File: config.mk
export PLATFORM = sky130hd
export DESIGN_NAME = pfbi_host
export DESIGN_NICKNAME = d
export VERILOG_FILES = /design/src/include/pfbi_pkg.sv /design/src/core/pfbi_sync.sv /design/src/core/pfbi_host.sv
export VERILOG_INCLUDE_DIRS = /design/src /design/src/include
export SDC_FILE = /design/constraint.sdc
export NUM_CORES = 1
export LEC_CHECK = 0
export BUFFER_PORTS_ARGS = -buffer_cell sky130_fd_sc_hd__buf_2
export CELL_PAD_IN_SITES_DETAIL_PLACEMENT = 0
export CELL_PAD_IN_SITES_GLOBAL_PLACEMENT = 1
export CORE_ASPECT_RATIO = 0.9
export CORE_MARGIN = 2
export CORE_UTILIZATION = 44
export DETAILED_ROUTE_END_ITERATION = 7
export PLACE_DENSITY_LB_ADDON = 0.12
export SYNTH_ARGS = -nofsm -noshare
export SYNTH_HDL_FRONTEND = slang
export SYNTH_HIERARCHICAL = 1
export SYNTH_SLANG_ARGS = --single-unit
File: constraint.sdc
create_clock -name clk -period 5.4 [get_ports clk]
set_input_delay 0.54 -clock clk [delete_from_list [all_inputs] [get_ports clk]]
set_output_delay 0.54 -clock clk [all_outputs]
set_load 0.05 [all_outputs]
File: src/include/pfbi_defs.svh
// Timing and field constants for the parallel flash bus controller.
// Assumes a 250 MHz controller clock; the flash itself is asynchronous.
//
// Function
// - Read: chip select, output gate low, write high
// - Write: write strobe, chip select low, gate high
// - Bypass programming takes two writes, not four; the host issues single bus writes only and has no command sequencer
// - Allow chip select access time after standby
// - Reissue operations cut short by reset; the host does not reissue, it returns to idle after recovery
// - Wait recovery time after reset before reading
// - Word addresses 19:0, byte adds low bit
`ifndef PFBI_DEFS_SVH
`define PFBI_DEFS_SVH

`define PFBI_CLK_MHZ 250
`define PFBI_ACCESS_NS 70
`define PFBI_CS_ACCESS_NS 70
`define PFBI_WRITE_PULSE_NS 35
`define PFBI_WRITE_HIGH_NS 30
`define PFBI_RESET_PULSE_NS 500
`define PFBI_RESET_RECOVERY_NS 50
`define PFBI_READY_NS 20000
`define PFBI_CYC(ns) (((ns) * `PFBI_CLK_MHZ + 999) / 1000)
`define PFBI_ADDR_W 20
`define PFBI_DATA_W 16
`define PFBI_BYTE_W 8
`define PFBI_CNT_W 16
`define PFBI_TOP_BIT 15

`endif

File: src/include/pfbi_pkg.sv
// Types shared by the parallel flash bus controller.
// Assumes the constants header is on the include path.
`default_nettype none
package pfbi_pkg;
    typedef enum logic [2:0] {
        PFBI_RESET,
        PFBI_RECOVER,
        PFBI_IDLE,
        PFBI_READ,
        PFBI_WRITE,
        PFBI_WRITE_GAP
    } pfbi_state_t;
endpackage
`default_nettype wire

File: src/core/pfbi_sync.sv
// Two-stage synchroniser for one asynchronous pin.
// Assumes a single clock domain; the first stage feeds only the second.
`default_nettype none
module pfbi_sync #(
    parameter logic RESET_VAL = 1'b0
) (
    // Clock and reset
    input wire logic clk,
    input wire logic rst_n,
    input wire logic ce,
    // Pin and result
    input wire logic d,
    output logic q
);
    logic meta_r;
    logic meta_nxt;
    logic q_r;
    logic q_nxt;

    always_comb begin
        meta_nxt = ce ? d : meta_r;
        q_nxt = ce ? meta_r : q_r;
    end

    always_ff @(posedge clk or negedge rst_n) begin
        if (!rst_n) begin
            meta_r <= RESET_VAL;
            q_r <= RESET_VAL;
        end else begin
            meta_r <= meta_nxt;
            q_r <= q_nxt;
        end
    end

    assign q = q_r;
endmodule
`default_nettype wire

File: src/core/pfbi_host.sv
// Host controller driving an asynchronous parallel NOR flash over its pins.
// Assumes the flash pins are joined outside; data pins are split in/out/enable.
`include "pfbi_defs.svh"
`default_nettype none
module pfbi_host
    import pfbi_pkg::*;
#(
    parameter int ADDR_W = `PFBI_ADDR_W,
    parameter int READY_CYC = `PFBI_CYC(`PFBI_READY_NS)
) (
    // Clock, reset, enable
    input wire logic clk,
    input wire logic rst_n,
    input wire logic ce,
    // User request
    input wire logic req_valid,
    output logic req_ready,
    input wire logic req_write,
    input wire logic req_reset,
    input wire logic byte_mode,
    input wire logic [ADDR_W:0] req_addr,
    input wire logic [`PFBI_DATA_W-1:0] req_wdata,
    // User answer
    output logic rsp_valid,
    output logic [`PFBI_DATA_W-1:0] rsp_rdata,
    output logic flash_busy,
    // Flash pins
    output logic [ADDR_W-1:0] fl_addr,
    output logic fl_ce_n,
    output logic fl_oe_n,
    output logic fl_we_n,
    output logic fl_reset_n,
    output logic fl_byte_n,
    input wire logic [`PFBI_DATA_W-1:0] fl_dq_in,
    output logic [`PFBI_DATA_W-1:0] fl_dq_out,
    output logic [`PFBI_DATA_W-1:0] fl_dq_oe,
    input wire logic ready_busy_out
);
    // ------------------------------------------------------------
    // Timing
    // ------------------------------------------------------------
    // Sample window adds two cycles for the data synchronisers
    localparam logic [`PFBI_CNT_W-1:0] RD_CYC =
        `PFBI_CNT_W'(`PFBI_CYC(`PFBI_CS_ACCESS_NS) + 2);
    localparam logic [`PFBI_CNT_W-1:0] WP_CYC = `PFBI_CNT_W'(`PFBI_CYC(`PFBI_WRITE_PULSE_NS));
    localparam logic [`PFBI_CNT_W-1:0] WH_CYC = `PFBI_CNT_W'(`PFBI_CYC(`PFBI_WRITE_HIGH_NS));
    localparam logic [`PFBI_CNT_W-1:0] RP_CYC = `PFBI_CNT_W'(`PFBI_CYC(`PFBI_RESET_PULSE_NS));
    localparam logic [`PFBI_CNT_W-1:0] RH_CYC =
        `PFBI_CNT_W'(`PFBI_CYC(`PFBI_RESET_RECOVERY_NS));
    localparam logic [`PFBI_CNT_W-1:0] RDY_CYC = `PFBI_CNT_W'(READY_CYC);

    // Pin map is fixed; the ready count must fit the shared counter
    if (ADDR_W != `PFBI_ADDR_W) begin : g_bad_addr
        $error("pfbi_host: address width must be 20");
    end
    if (READY_CYC < 1 || READY_CYC > (1 << `PFBI_CNT_W) - 1) begin : g_bad_ready
        $error("pfbi_host: ready count out of range");
    end

    // ------------------------------------------------------------
    // Pin synchronisers
    // ------------------------------------------------------------
    logic rb_s;
    logic [`PFBI_DATA_W-1:0] dq_s;

    pfbi_sync #(.RESET_VAL(1'b0)) u_rb (
        .clk(clk), .rst_n(rst_n), .ce(ce), .d(ready_busy_out), .q(rb_s)
    );
    for (genvar g = 0; g < `PFBI_DATA_W; g++) begin : g_dq
        pfbi_sync #(.RESET_VAL(1'b0)) u_dq (
            .clk(clk), .rst_n(rst_n), .ce(ce), .d(fl_dq_in[g]), .q(dq_s[g])
        );
    end

    // ------------------------------------------------------------
    // Bus state machine
    // ------------------------------------------------------------
    pfbi_state_t st_r, st_nxt;
    logic [`PFBI_CNT_W-1:0] cnt_r, cnt_nxt;
    logic [ADDR_W-1:0] addr_r, addr_nxt;
    logic [`PFBI_DATA_W-1:0] wdat_r, wdat_nxt;
    logic [`PFBI_DATA_W-1:0] rdat_r, rdat_nxt;
    logic byte_r, byte_nxt;
    logic a_low_r, a_low_nxt;
    logic rsp_r, rsp_nxt;
    logic idle;

    assign idle = (st_r == PFBI_IDLE);

    always_comb begin
        st_nxt = st_r;
        cnt_nxt = (cnt_r != '0) ? cnt_r - `PFBI_CNT_W'(1) : cnt_r;
        addr_nxt = addr_r;
        wdat_nxt = wdat_r;
        rdat_nxt = rdat_r;
        byte_nxt = byte_r;
        a_low_nxt = a_low_r;
        rsp_nxt = 1'b0;
        unique case (st_r)
            PFBI_RESET: begin
                // Pulse held the minimum width, then busy must clear
                if (cnt_r == '0) begin
                    st_nxt = PFBI_RECOVER;
                    cnt_nxt = RH_CYC + RDY_CYC;
                end
            end
            PFBI_RECOVER: begin
                // Wait out recovery time, then for the ready pin with no time-out on the ready count
                if (cnt_r <= RDY_CYC && rb_s) begin
                    if (cnt_r + RH_CYC <= RDY_CYC + RH_CYC) begin
                        st_nxt = PFBI_IDLE;
                    end
                end
            end
            PFBI_IDLE: begin
                if (req_valid) begin
                    byte_nxt = byte_mode;
                    addr_nxt = byte_mode ? req_addr[ADDR_W:1] : req_addr[ADDR_W-1:0];
                    a_low_nxt = req_addr[0];
                    wdat_nxt = req_wdata;
                    if (req_reset) begin
                        st_nxt = PFBI_RESET;
                        cnt_nxt = RP_CYC;
                    end else if (req_write) begin
                        st_nxt = PFBI_WRITE;
                        cnt_nxt = WP_CYC;
                    end else begin
                        // Full chip-select access also covers wake from standby
                        st_nxt = PFBI_READ;
                        cnt_nxt = RD_CYC;
                    end
                end
            end
            PFBI_READ: begin
                if (cnt_r == '0) begin
                    // Byte mode keeps only the low lane; status and codes live there
                    rdat_nxt = byte_r ? {{`PFBI_BYTE_W{1'b0}}, dq_s[`PFBI_BYTE_W-1:0]} : dq_s;
                    rsp_nxt = 1'b1;
                    st_nxt = PFBI_IDLE;
                end
            end
            PFBI_WRITE: begin
                if (cnt_r == '0) begin
                    st_nxt = PFBI_WRITE_GAP;
                    cnt_nxt = WH_CYC;
                end
            end
            PFBI_WRITE_GAP: begin
                if (cnt_r == '0) begin
                    rsp_nxt = 1'b1;
                    st_nxt = PFBI_IDLE;
                end
            end
        endcase
    end

    always_ff @(posedge clk or negedge rst_n) begin
        if (!rst_n) begin
            st_r <= PFBI_RESET;
            cnt_r <= RP_CYC;
            addr_r <= '0;
            wdat_r <= '0;
            rdat_r <= '0;
            byte_r <= 1'b0;
            a_low_r <= 1'b0;
            rsp_r <= 1'b0;
        end else if (ce) begin
            st_r <= st_nxt;
            cnt_r <= cnt_nxt;
            addr_r <= addr_nxt;
            wdat_r <= wdat_nxt;
            rdat_r <= rdat_nxt;
            byte_r <= byte_nxt;
            a_low_r <= a_low_nxt;
            rsp_r <= rsp_nxt;
        end else begin
            rsp_r <= 1'b0;
        end
    end

    // ------------------------------------------------------------
    // Pin outputs
    // ------------------------------------------------------------
    // Chip select stays high when idle so the device sits in standby
    logic rd, wr;
    assign rd = (st_r == PFBI_READ);
    assign wr = (st_r == PFBI_WRITE);

    always_comb begin
        fl_addr = addr_r;
        fl_ce_n = !(rd || wr || st_r == PFBI_WRITE_GAP);
        fl_oe_n = !rd;
        fl_we_n = !wr;
        fl_reset_n = (st_r != PFBI_RESET);
        fl_byte_n = !byte_r;
        fl_dq_out = wdat_r;
        fl_dq_oe = '0;
        if (byte_r) begin
            // Top data pin carries the low byte address in byte mode
            fl_dq_out[`PFBI_TOP_BIT] = a_low_r;
            fl_dq_out[`PFBI_TOP_BIT-1:`PFBI_BYTE_W] = '0;
            fl_dq_oe[`PFBI_TOP_BIT] = 1'b1;
            fl_dq_oe[`PFBI_BYTE_W-1:0] = {`PFBI_BYTE_W{wr || st_r == PFBI_WRITE_GAP}};
        end else begin
            fl_dq_oe = {`PFBI_DATA_W{wr || st_r == PFBI_WRITE_GAP}};
        end
    end

    assign req_ready = idle && ce;
    assign rsp_valid = rsp_r;
    assign rsp_rdata = rdat_r;
    assign flash_busy = !rb_s;

    // ------------------------------------------------------------
    // Checks
    // ------------------------------------------------------------
    read_strobes_a: assert property (@(posedge clk) disable iff (!rst_n)
        !fl_oe_n |-> (!fl_ce_n && fl_we_n && fl_dq_oe[`PFBI_BYTE_W-1:0] == '0))
        else $error("read strobes wrong");
    write_strobes_a: assert property (@(posedge clk) disable iff (!rst_n)
        !fl_we_n |-> (!fl_ce_n && fl_oe_n))
        else $error("write strobes wrong");
    top_pin_a: assert property (@(posedge clk) disable iff (!rst_n)
        fl_byte_n == 1'b0 |-> (fl_dq_oe[`PFBI_TOP_BIT]
            && fl_dq_oe[`PFBI_TOP_BIT-1:`PFBI_BYTE_W] == '0))
        else $error("byte mode lanes wrong");
    reset_width_a: assert property (@(posedge clk) disable iff (!rst_n)
        ce && $fell(fl_reset_n) |-> !fl_reset_n [*2])
        else $error("reset pulse too short");
    no_access_reset_a: assert property (@(posedge clk) disable iff (!rst_n)
        !fl_reset_n |-> fl_ce_n && fl_oe_n && fl_we_n)
        else $error("access during reset");
    recover_a: assert property (@(posedge clk) disable iff (!rst_n)
        ce && $rose(fl_reset_n) |-> req_ready == 1'b0)
        else $error("no recovery wait");
    read_len_a: assert property (@(posedge clk) disable iff (!rst_n)
        ce && $fell(fl_oe_n) |-> ##1 (!fl_oe_n || !ce))
        else $error("read too short");
    word_oe_a: assert property (@(posedge clk) disable iff (!rst_n)
        fl_byte_n && !fl_we_n |-> fl_dq_oe == '1)
        else $error("word write lanes wrong");
endmodule
`default_nettype wire

==> impl_metrics.py, run 1 <==
metrics = {
    "flow_run": {
        "max-cap-violations": 0,
    },
    "floorplanning": {
        "fp.dieW_um": 123,
        "dieArea_sq_mm": 0.0137,
        "io_pins": 137,
        "placementRows": 39,
        "start_util": 0.447,
        "die_h_um": 111,
        "core_sq_mm": 0.0125,
    },
    "sta": {
        "hold_violations": 0,
        "fin_tns_setup_ns": 0,
        "period_minus_slack_ns": 3.05,
        "finalMaxSlewViolations": 0,
        "setup_ws_ns": 2.35,
        "tightestPinTransition_ns": 1.04,
        "slew_headroom": 0.307,
        "rsz0062_at_grt": "no",
        "skew_ns": 0.0117,
        "period_share": 0.564,
        "fmax_ghz": 0.328,
        "report.final.setup_viol": 0,
    },
    "grt": {
        "grt_pass1_wl_um": 21600,
        "grt_pass1_vias": 4226,
        "grt_max_degree": 70,
        "antenna_found_initial": 0,
        "overflow": 0,
        "grt.total_usage": 0.203,
    },
    "routing": {
        "via_count": 4314,
        "vias_per_cell": 5.33,
        "drtIter0Drc": 265,
        "routedWlPerCell_um": 15.8,
        "drt_pass1_iterations": 5,
        "drc": 0,
        "wl_um": 12800,
        "drtAntennaViolNets": 0,
    },
    "layout": {
        "post-route-util": 0.517,
        "drive_gt1_frac": 0.356,
        "area_growth_pct": 15.6,
        "nNetsFinal": 707,
        "n_antenna_cell": 0,
    },
    "cts": {
        "cts_root_buf": "clkbuf_16",
        "cts_setup_buffers": 0,
        "cts_buffer_depth": 2,
        "clock_latency_ns": 0.36,
        "cts_tree": "built",
        "numCtsBuffers": 9,
        "cts.clk_slew.worst_paths_ns": 0.08,
        "clock_sinks": 108,
        "holdBufCountCts": 0,
        "htreeDepth": 3,
        "cts_resized": 0,
    },
    "logic_synthesis": {
        "synth.area.top_cells": "dfrtp_1, mux2_2, nand2_1",
        "post-synth-top-count-cell": "dfrtp_1",
        "yosys-top-cells-count": "dfrtp_1, nand2_1, mux2_2",
        "synth_ff_type": "dfrtp_1",
        "yosysTopAreaCellShare": 0.455,
        "syn_nets": 615,
        "synthDistinctLibCells": 64,
        "ys_seq_area_frac": 0.484,
        "yosys_register_bits": 108,
        "synth_edf_count": 0,
        "ys_async_sr_fraction": 1.00,
        "synth_top_area_cell": "dfrtp_1",
        "avgSynthCellArea_sq_um": 10.2,
        "ys.warnings.count": 6,
        "syn_inst": 549,
        "syn_area_sq_mm": 0.00560,
    },
    "critical_path": {
        "cp.required_ns": 5.64,
        "start_kind": "register",
        "rr_endpoint": "rsp_rdata[15]",
        "crit_type": "reg -> reg",
        "arrival_ns": 3.28,
        "r2r_setup_slack_ns": 2.35,
        "ff2ff_path_depth": 8,
        "crit_path_end_kind": "register",
        "path_max_fanout": 16,
        "r2r_start": "cnt_r[1]",
    },
    "pwr": {
        "p_leak_nw": 3.21,
        "power_density_mw_per_mm2": 504,
        "max-vdd-ir-drop_mv": 0.332,
    },
    "hold_path": {
        "hold_path.class": "in -> async",
    },
    "outcome": {
        "status": "finished clean",
    },
    "placed_design": {
        "post-place-ws_ns": 2.42,
        "portBuffers": 136,
        "globalplace.congestion": 0.811,
        "dpl.hpwl_um": 9080,
    },
}
cell families (layout without fill, tap and decap cells):
group | count (synthesis) | in the layout | synth area share
DFF | 108 | 108 | 0.484
adders and majority gates | 5 | 5 | 0.0112
and+or+nand+nor | 185 | 185 | 0.164
muxes | 79 | 79 | 0.153
buffers and inverters | 68 | 165 | 0.0672
AOI/OAI and AO/OA | 104 | 104 | 0.121
sequential cells by signal, indices dropped and copies added (netlist names):
register / flops
u_rb/meta_r: 1
wdat_r: 16
g_dq.u_dq/meta_r: 16
rsp_valid: 1
st_r: 3
a_low_r: 1
g_dq.u_dq/q: 16
byte_r: 1
u_rb/q: 1
cnt_r: 16
rsp_rdata: 16
fl_addr: 20
cells in the final DEF (no fill, tap or decap), types with 3 or more instances in the layout:
cell type | Yosys | final
buf_2 | 7 | 135
dfrtp_1 | 102 | 102
nand2_1 | 80 | 79
mux2_2 | 54 | 54
o21ai_0 | 45 | 45
mux2i_1 | 25 | 25
nor2_1 | 21 | 21
nor3_1 | 15 | 15
nand3_1 | 14 | 14
nor2b_1 | 13 | 13
a21oi_1 | 10 | 10
inv_1 | 9 | 9
clkbuf_16 | 0 | 9
dfstp_2 | 6 | 6
and2_1 | 5 | 5
o211ai_1 | 5 | 5
and3_1 | 5 | 5
ha_1 | 5 | 5
or2_2 | 4 | 4
o31ai_1 | 4 | 4
nand4_1 | 4 | 4
a31oi_1 | 4 | 4
a21boi_0 | 4 | 4
nor4_1 | 3 | 3
nand2b_1 | 3 | 3
nand4b_1 | 3 | 3
a22o_1 | 3 | 3
inv_6 | 0 | 3
buf_4 | 22 | 3
power by group:
group	leakage, nW	total (mW)	switching (mW)	internal [mW]
registers	1.36	1.22	0.194	1.02
logic	1.71	1.39	0.986	0.400
clock network	0.144	0.662	0.333	0.329
total	3.21	3.26	1.51	1.75
worst max path at each step:
stage	start	end	slack (ns)	cells past startpoint
after floorplan	st_r[2]	cnt_r[7]	2.66	6
after global placement	cnt_r[1]	rsp_rdata[11]	2.61	8
after detailed placement	cnt_r[1]	rsp_rdata[1]	2.42	8
after CTS	cnt_r[1]	rsp_rdata[15]	2.35	8
after global routing	cnt_r[1]	rsp_rdata[1]	2.14	8
final	cnt_r[1]	rsp_rdata[15]	2.35	8
routing by layer:
layer | wire, um | GRT usage
met2 | 5730 | 0.305
met4 | 172 | 0.0575
met5 | 0 | 0
met1 | 5930 | 0.280
met3 | 968 | 0.0653
stage by stage:
step / hold WS, ns / power [mW] / area, sq um / cells
detailed placement: 0.459 / 2.62 / 6170 / 794
global route: 0.376 / 3.47 / 6480 / 810
CTS: 0.325 / 3.30 / 6480 / 810
finish: 0.289 / 3.26 / 6480 / 810
floorplan: 0.244 / 2.35 / 5600 / 549
global placement: 0.448 / 2.61 / 6170 / 794
final cells by class:
cell class              instances  area (sq um)
well taps                     164           205
multi-input cells             373          2520
inverters                      11          41.3
clock buffers                   9           225
clock inverters                 7          77.6
repair buffers                138           698
flip-flops and latches        108          2710
fillers                      1136          6060
worst max-delay path: stages, from the launching register on:
cell and delay (ns):
dfrtp_1 0.47, inv_1 0.11, ha_1 0.27, nor4b_1 0.37
nand3_1 0.52, nor2_8 0.31, nand3_1 0.53, nand2_1 0.25
nand2_1 0.08
Power figures use the tool's default switching activity.
==> run 2: changes to the inputs <==
--- a/config.mk
+++ b/config.mk
@@ -11,7 +11,7 @@
 export CELL_PAD_IN_SITES_GLOBAL_PLACEMENT = 1
 export CORE_ASPECT_RATIO = 0.9
 export CORE_MARGIN = 2
-export CORE_UTILIZATION = 44
+export CORE_UTILIZATION = 41
 export DETAILED_ROUTE_END_ITERATION = 7
 export PLACE_DENSITY_LB_ADDON = 0.12
 export SYNTH_ARGS = -nofsm -noshare
==> constraint.sdc (replaced) <==
create_clock -name clk -period 3.2 [get_ports clk]
set_input_delay 0.32 -clock clk [delete_from_list [all_inputs] [get_ports clk]]
set_output_delay 0.32 -clock clk [all_outputs]
set_load 0.05 [all_outputs]
==> run 2 against run 1 <==
Via count up 2.0%; non-clock buffer count up 7; combinational power increased by 70%; flip-flop and latch count stayed put; register-to-register slack worse by 1.9 ns; design area up 0.91%; wire length increased by 3.4%.
==> impl_metrics.py, run 2 (synthesis gave the netlist of run 1 again) <==
metrics = {
    "placed_design": {
        "globalplace.congestion": 0.822,
        "dpl.hpwl_um": 9460,
        "portBuffers": 136,
    },
    "grt": {
        "overflow": 0,
        "antenna_found_initial": 1,
        "grt_pass1_vias": 4257,
        "grt.total_usage": 0.188,
        "grt_max_degree": 64,
        "grt_pass1_wl_um": 21800,
    },
    "sta": {
        "rsz0062_at_grt": "no",
        "period_minus_slack_ns": 2.79,
        "tightestPinTransition_ns": 0.779,
        "finalMaxSlewViolations": 0,
        "fmax_ghz": 0.358,
        "period_share": 0.873,
        "hold_violations": 0,
        "report.final.setup_viol": 0,
        "fin_tns_setup_ns": 0,
        "skew_ns": 0.00856,
        "holdWs_ns": 0.0347,
        "slew_headroom": 0.479,
    },
    "routing": {
        "vias_per_cell": 5.36,
        "drtIter0Drc": 245,
        "wl_um": 13200,
        "drc": 0,
        "drt_pass1_iterations": 4,
        "routedWlPerCell_um": 16.1,
        "drtAntennaViolNets": 0,
        "via_count": 4402,
    },
    "cts": {
        "htreeDepth": 3,
        "clock_latency_ns": 0.35,
        "cts_tree": "built",
        "cts_buffer_depth": 2,
        "cts_root_buf": "clkbuf_16",
        "cts_resized": 0,
        "cts.clk_slew.worst_paths_ns": 0.07,
        "numCtsBuffers": 9,
        "holdBufCountCts": 0,
        "cts_setup_buffers": 0,
        "clock_sinks": 108,
    },
    "pwr": {
        "max-vdd-ir-drop_mv": 0.607,
        "power_density_mw_per_mm2": 842,
        "total_power_mw": 5.50,
        "p_leak_nw": 3.24,
    },
    "critical_path": {
        "crit_type": "reg -> reg",
        "path_buf_inv": 2,
        "slowest_delay_ns": 0.47,
        "cp.required_ns": 3.47,
        "r2r_setup_slack_ns": 0.41,
        "worstPathCellList": "inv_1, ha_1, nor4b_1, nand3_2, nor2_8, inv_2, ha_1, o21ai_0, a21oi_1, a21oi_1",
        "crit_path_end_kind": "register",
        "arrival_ns": 3.06,
        "crit_family": "simple AND/OR/NAND/NOR gates",
        "ff2ff_path_depth": 10,
        "crit_path_top_delay_cell": "dfrtp_1",
        "r2r_start": "cnt_r[1]",
        "rr_endpoint": "cnt_r[0]",
        "path_max_fanout": 13,
        "start_kind": "register",
    },
    "floorplanning": {
        "start_util": 0.419,
        "placementRows": 40,
        "core_sq_mm": 0.0134,
        "io_pins": 137,
        "die_h_um": 115,
        "dieArea_sq_mm": 0.0146,
        "fp.dieW_um": 127,
    },
    "layout": {
        "n_antenna_cell": 0,
        "fill_cells": 1255,
        "final_common_cell": "buf_2",
        "multi_input_area_sq_mm": 0.00252,
        "nNetsFinal": 714,
        "layout_common_cells": "buf_2, dfrtp_1, nand2_1",
        "seq_area_sq_mm": 0.00271,
        "drive_gt1_frac": 0.364,
        "area_growth_pct": 16.6,
        "largest_reg_flops": 20,
    },
    "flow_run": {
        "max-cap-violations": 0,
    },
    "hold_path": {
        "hold_path.class": "in -> async",
    },
    "outcome": {
        "status": "finished clean",
    },
}
## run 2: cell types whose count changed in the layout (fill, tap and decap cells not counted), sizes merged
cell	previous run	this run
buf	138	145
inv	14	11
clkbuf	9	11
clkinvlp	1	2
## run 2: metal layers
layer  vias up  wire, um  track usage  share of wire
met1      2140      6100        0.257           0.46
met3        14       915       0.0591          0.069
li1       2108         -            -              -
met5         -        13            0        0.00098
met2       138      5990        0.291           0.45
met4         2       201       0.0549          0.015
## run 2: how the worst max path moves through the flow
stage	from	end	slack [ns]	depth (start not counted)
after detailed placement	cnt_r[1]	cnt_r[0]	0.34	10
after global routing	cnt_r[1]	cnt_r[0]	0.17	10
after global placement	cnt_r[1]	cnt_r[0]	0.47	10
after floorplan	st_r[2]	cnt_r[7]	0.46	6
final	cnt_r[1]	cnt_r[0]	0.41	10
after CTS	cnt_r[1]	cnt_r[0]	0.34	10
## run 2: power breakdown
| group | switching [mW] | internal [mW] | leakage [nW] |
|---|---|---|---|
| Clock | 0.502 | 0.571 | 0.138 |
| Combinational | 1.68 | 0.689 | 1.74 |
| Sequential | 0.340 | 1.73 | 1.36 |
## run 2: area by class of cell
type,instances,area share
flip-flops and latches,108,0.415
multi-input cells,373,0.386
repair buffers,145,0.117
clock buffers,11,0.0387
well taps,168,0.0322
inverters,11,0.00632
clock inverters,5,0.00517
## run 2: stage by stage
| stage | cells | area, sq um | setup slack (ns) | utilization |
|---|---|---|---|---|
| 4_1_cts | 821 | 6530 | 0.343 | 0.489 |
| 2_1_floorplan | 549 | 5600 | 0.464 | - |
| 3_5_place_dp | 805 | 6240 | 0.339 | 0.467 |
| 6_report | 821 | 6540 | 0.407 | 0.489 |
| 3_3_place_gp | 805 | 6240 | 0.470 | 0.467 |
| 5_1_grt | 821 | 6540 | 0.173 | 0.489 |
==> run 3: changes to the inputs <==
--- a/config.mk
+++ b/config.mk
@@ -6,12 +6,13 @@
 export SDC_FILE = /design/constraint.sdc
 export NUM_CORES = 1
 export LEC_CHECK = 0
+export ABC_AREA = 1
 export BUFFER_PORTS_ARGS = -buffer_cell sky130_fd_sc_hd__buf_2
 export CELL_PAD_IN_SITES_DETAIL_PLACEMENT = 0
 export CELL_PAD_IN_SITES_GLOBAL_PLACEMENT = 1
 export CORE_ASPECT_RATIO = 0.9
 export CORE_MARGIN = 2
-export CORE_UTILIZATION = 41
+export CORE_UTILIZATION = 39
 export DETAILED_ROUTE_END_ITERATION = 7
 export PLACE_DENSITY_LB_ADDON = 0.12
 export SYNTH_ARGS = -nofsm -noshare
==> run 3 against run 2 <==
Design area up 5.6%; via count grew 21%; count of clock-buffer cells in the layout unchanged; die area up 11%; sequential share of layout area down 2.2 points; clock power barely moved; synthesized cell count grew 43%; largest cell class unchanged.
==> impl_metrics.py, run 3 <==
metrics = {
    "floorplanning": {
        "dieArea_sq_mm": 0.0162,
        "start_util": 0.401,
        "io_pins": 137,
        "placementRows": 42,
        "core_sq_mm": 0.0148,
        "die_h_um": 121,
        "fp.dieW_um": 134,
    },
    "pwr": {
        "combPwrFrac": 0.497,
        "p_sw_frac": 0.509,
        "p_seq_frac": 0.336,
        "p_sw_mw": 3.23,
        "p_int_mw": 3.11,
        "p_clk_frac": 0.167,
        "p_leak_nw": 3.71,
        "total_power_mw": 6.34,
        "max-vdd-ir-drop_mv": 0.560,
        "power_density_mw_per_mm2": 918,
    },
    "logic_synthesis": {
        "syn_nets": 849,
        "yosys_register_bits": 108,
        "synth.area.top_cells": "dfrtp_1, nand2_1, nor2_1",
        "ys_async_sr_fraction": 1.00,
        "post-synth-top-count-cell": "nand2_1",
        "ys.warnings.count": 6,
        "synthDistinctLibCells": 45,
        "yosys-top-cells-count": "nand2_1, dfrtp_1, nor2_1",
        "synth_top_area_cell": "dfrtp_1",
        "synth_edf_count": 0,
        "ys_seq_area_frac": 0.457,
        "syn_inst": 783,
        "yosysTopAreaCellShare": 0.431,
        "avgSynthCellArea_sq_um": 7.57,
        "synth_ff_type": "dfrtp_1",
        "syn_area_sq_mm": 0.00593,
    },
    "critical_path": {
        "crit_path_end_kind": "register",
        "crit_path_top_delay_cell": "dfrtp_1",
        "slowest_delay_ns": 0.48,
        "start_kind": "register",
        "arrival_ns": 2.67,
        "cp.required_ns": 3.47,
        "crit_type": "reg -> reg",
        "path_max_fanout": 33,
        "worstPathCellList": "nor2_1, inv_2, nor2_2, inv_1, nor2_2, nand2_1, inv_2, buf_4, nor2_1, a31oi_1",
    },
    "layout": {
        "nNetsFinal": 957,
        "final_common_cell": "nand2_1",
        "largest_reg_flops": 20,
        "layout_common_cells": "nand2_1, buf_2, dfrtp_1",
        "n_antenna_cell": 0,
        "fill_cells": 1507,
        "drive_gt1_frac": 0.223,
        "multi_input_area_sq_mm": 0.00267,
        "seq_area_sq_mm": 0.00271,
        "area_growth_pct": 16.5,
    },
    "outcome": {
        "status": "finished clean",
    },
    "cts": {
        "cts_tree": "built",
        "clock_latency_ns": 0.35,
        "cts_resized": 0,
        "cts_setup_buffers": 0,
        "htreeDepth": 3,
        "holdBufCountCts": 0,
        "numCtsBuffers": 9,
        "clock_sinks": 108,
        "cts_buffer_depth": 2,
        "cts.clk_slew.worst_paths_ns": 0.07,
        "cts_root_buf": "clkbuf_16",
    },
    "routing": {
        "wl_um": 15100,
        "routedWlPerCell_um": 13.8,
        "drc": 0,
        "drt_pass1_iterations": 5,
        "drtAntennaViolNets": 0,
        "via_count": 5314,
        "vias_per_cell": 4.86,
        "drtIter0Drc": 331,
    },
    "grt": {
        "grt_max_degree": 81,
        "grt_pass1_vias": 5083,
        "overflow": 0,
        "grt.total_usage": 0.196,
        "grt_pass1_wl_um": 25300,
        "antenna_found_initial": 0,
    },
    "sta": {
        "skew_ns": 0.00981,
        "period_share": 0.752,
        "fmax_ghz": 0.416,
        "rsz0062_at_grt": "no",
        "period_minus_slack_ns": 2.41,
        "tightestPinTransition_ns": 1.06,
        "finalMaxSlewViolations": 0,
        "setup_ws_ns": 0.795,
        "fin_tns_setup_ns": 0,
        "report.final.setup_viol": 0,
        "hold_violations": 0,
        "slew_headroom": 0.290,
    },
    "hold_path": {
        "hold_path.class": "in -> async",
    },
    "placed_design": {
        "dpl.hpwl_um": 11000,
        "post-place-ws_ns": 0.797,
        "globalplace.congestion": 0.855,
        "portBuffers": 136,
    },
    "flow_run": {
        "max-cap-violations": 0,
    },
}
==> run 3: changes by cell type in the layout (fill, tap and decap cells not counted), sizes merged, moves of 25 or more <==
cell	delta
nand2	+226
nor2	+64
inv	+58
mux2	-46
nand3	+27
mux2i	-25
==> run 3: metal layers <==
metal	GRT usage	wire length, um
met1	0.281	7370
met2	0.296	6640
met3	0.0551	946
met4	0.0412	124
met5	0	0
==> run 3: layout make-up <==
| type | count | share of cell area |
|---|---|---|
| Clock inverter | 5 | 0.00525 |
| Tap cell | 198 | 0.0359 |
| Timing Repair Buffer | 142 | 0.105 |
| Clock buffer | 11 | 0.0352 |
| Inverter | 71 | 0.0388 |
| Multi-Input combinational cell | 559 | 0.387 |
| Sequential cell | 108 | 0.392 |
==> run 3: cells by family after synthesis <==
kind of cell,after synthesis,synth area share
simple gates,455,0.326
xor+xnor,10,0.0148
flops,108,0.457
fa+ha+maj,5,0.0106
compound gates,81,0.0823
buf+inv,116,0.0918
mux,8,0.0177
==> run 3: per-stage QoR <==
stage	cell area, sq um	hold slack, ns	utilization	cells
floorplan	5930	0.0244	-	783
CTS	6910	0.141	0.468	1094
global route	6910	0.144	0.468	1094
global placement	6630	0.449	0.449	1078
finish	6910	0.156	0.468	1094
detailed placement	6630	0.458	0.449	1078
==> run 3: path summary, 6_finish.rpt <==
check / slack, ns / depth (start not counted) / endpoint / start
min in group clk: 0.16 / 3 / g_dq[13].u_dq/meta_r / fl_dq_in[13]
setup / recovery: 0.79 / 10 / fl_addr[6] / st_r[2]
max in group asynchronous: 2.20 / 2 / rsp_rdata[15] / rst_n
hold reg to reg: 0.47 / 2 / g_dq[1].u_dq/q / g_dq[1].u_dq/meta_r
hold / removal: 0.16 / 1 / u_rb/q / rst_n
setup reg to reg: 0.79 / 10 / fl_addr[6] / st_r[2]
==> run 3: power groups by stage <==
stage          clock network (mW)  logic (mW)  registers [mW]
2_1_floorplan                   0        2.17            2.45
3_5_place_dp                    0        3.16            2.14
3_3_place_gp                    0        3.14            2.13
4_1_cts                      1.10        3.16            2.13
5_1_grt                      1.16        3.46            2.19
6_report                     1.06        3.15            2.13
==> run 3: critical path, delay by kind of cell (launching register included) <==
family	cells	cell delay (ns)
AO/OA/AOI/OAI	1	0.16
buffers and inverters	4	0.93
flip-flops	1	0.48
AND/OR/NAND/NOR	5	0.76
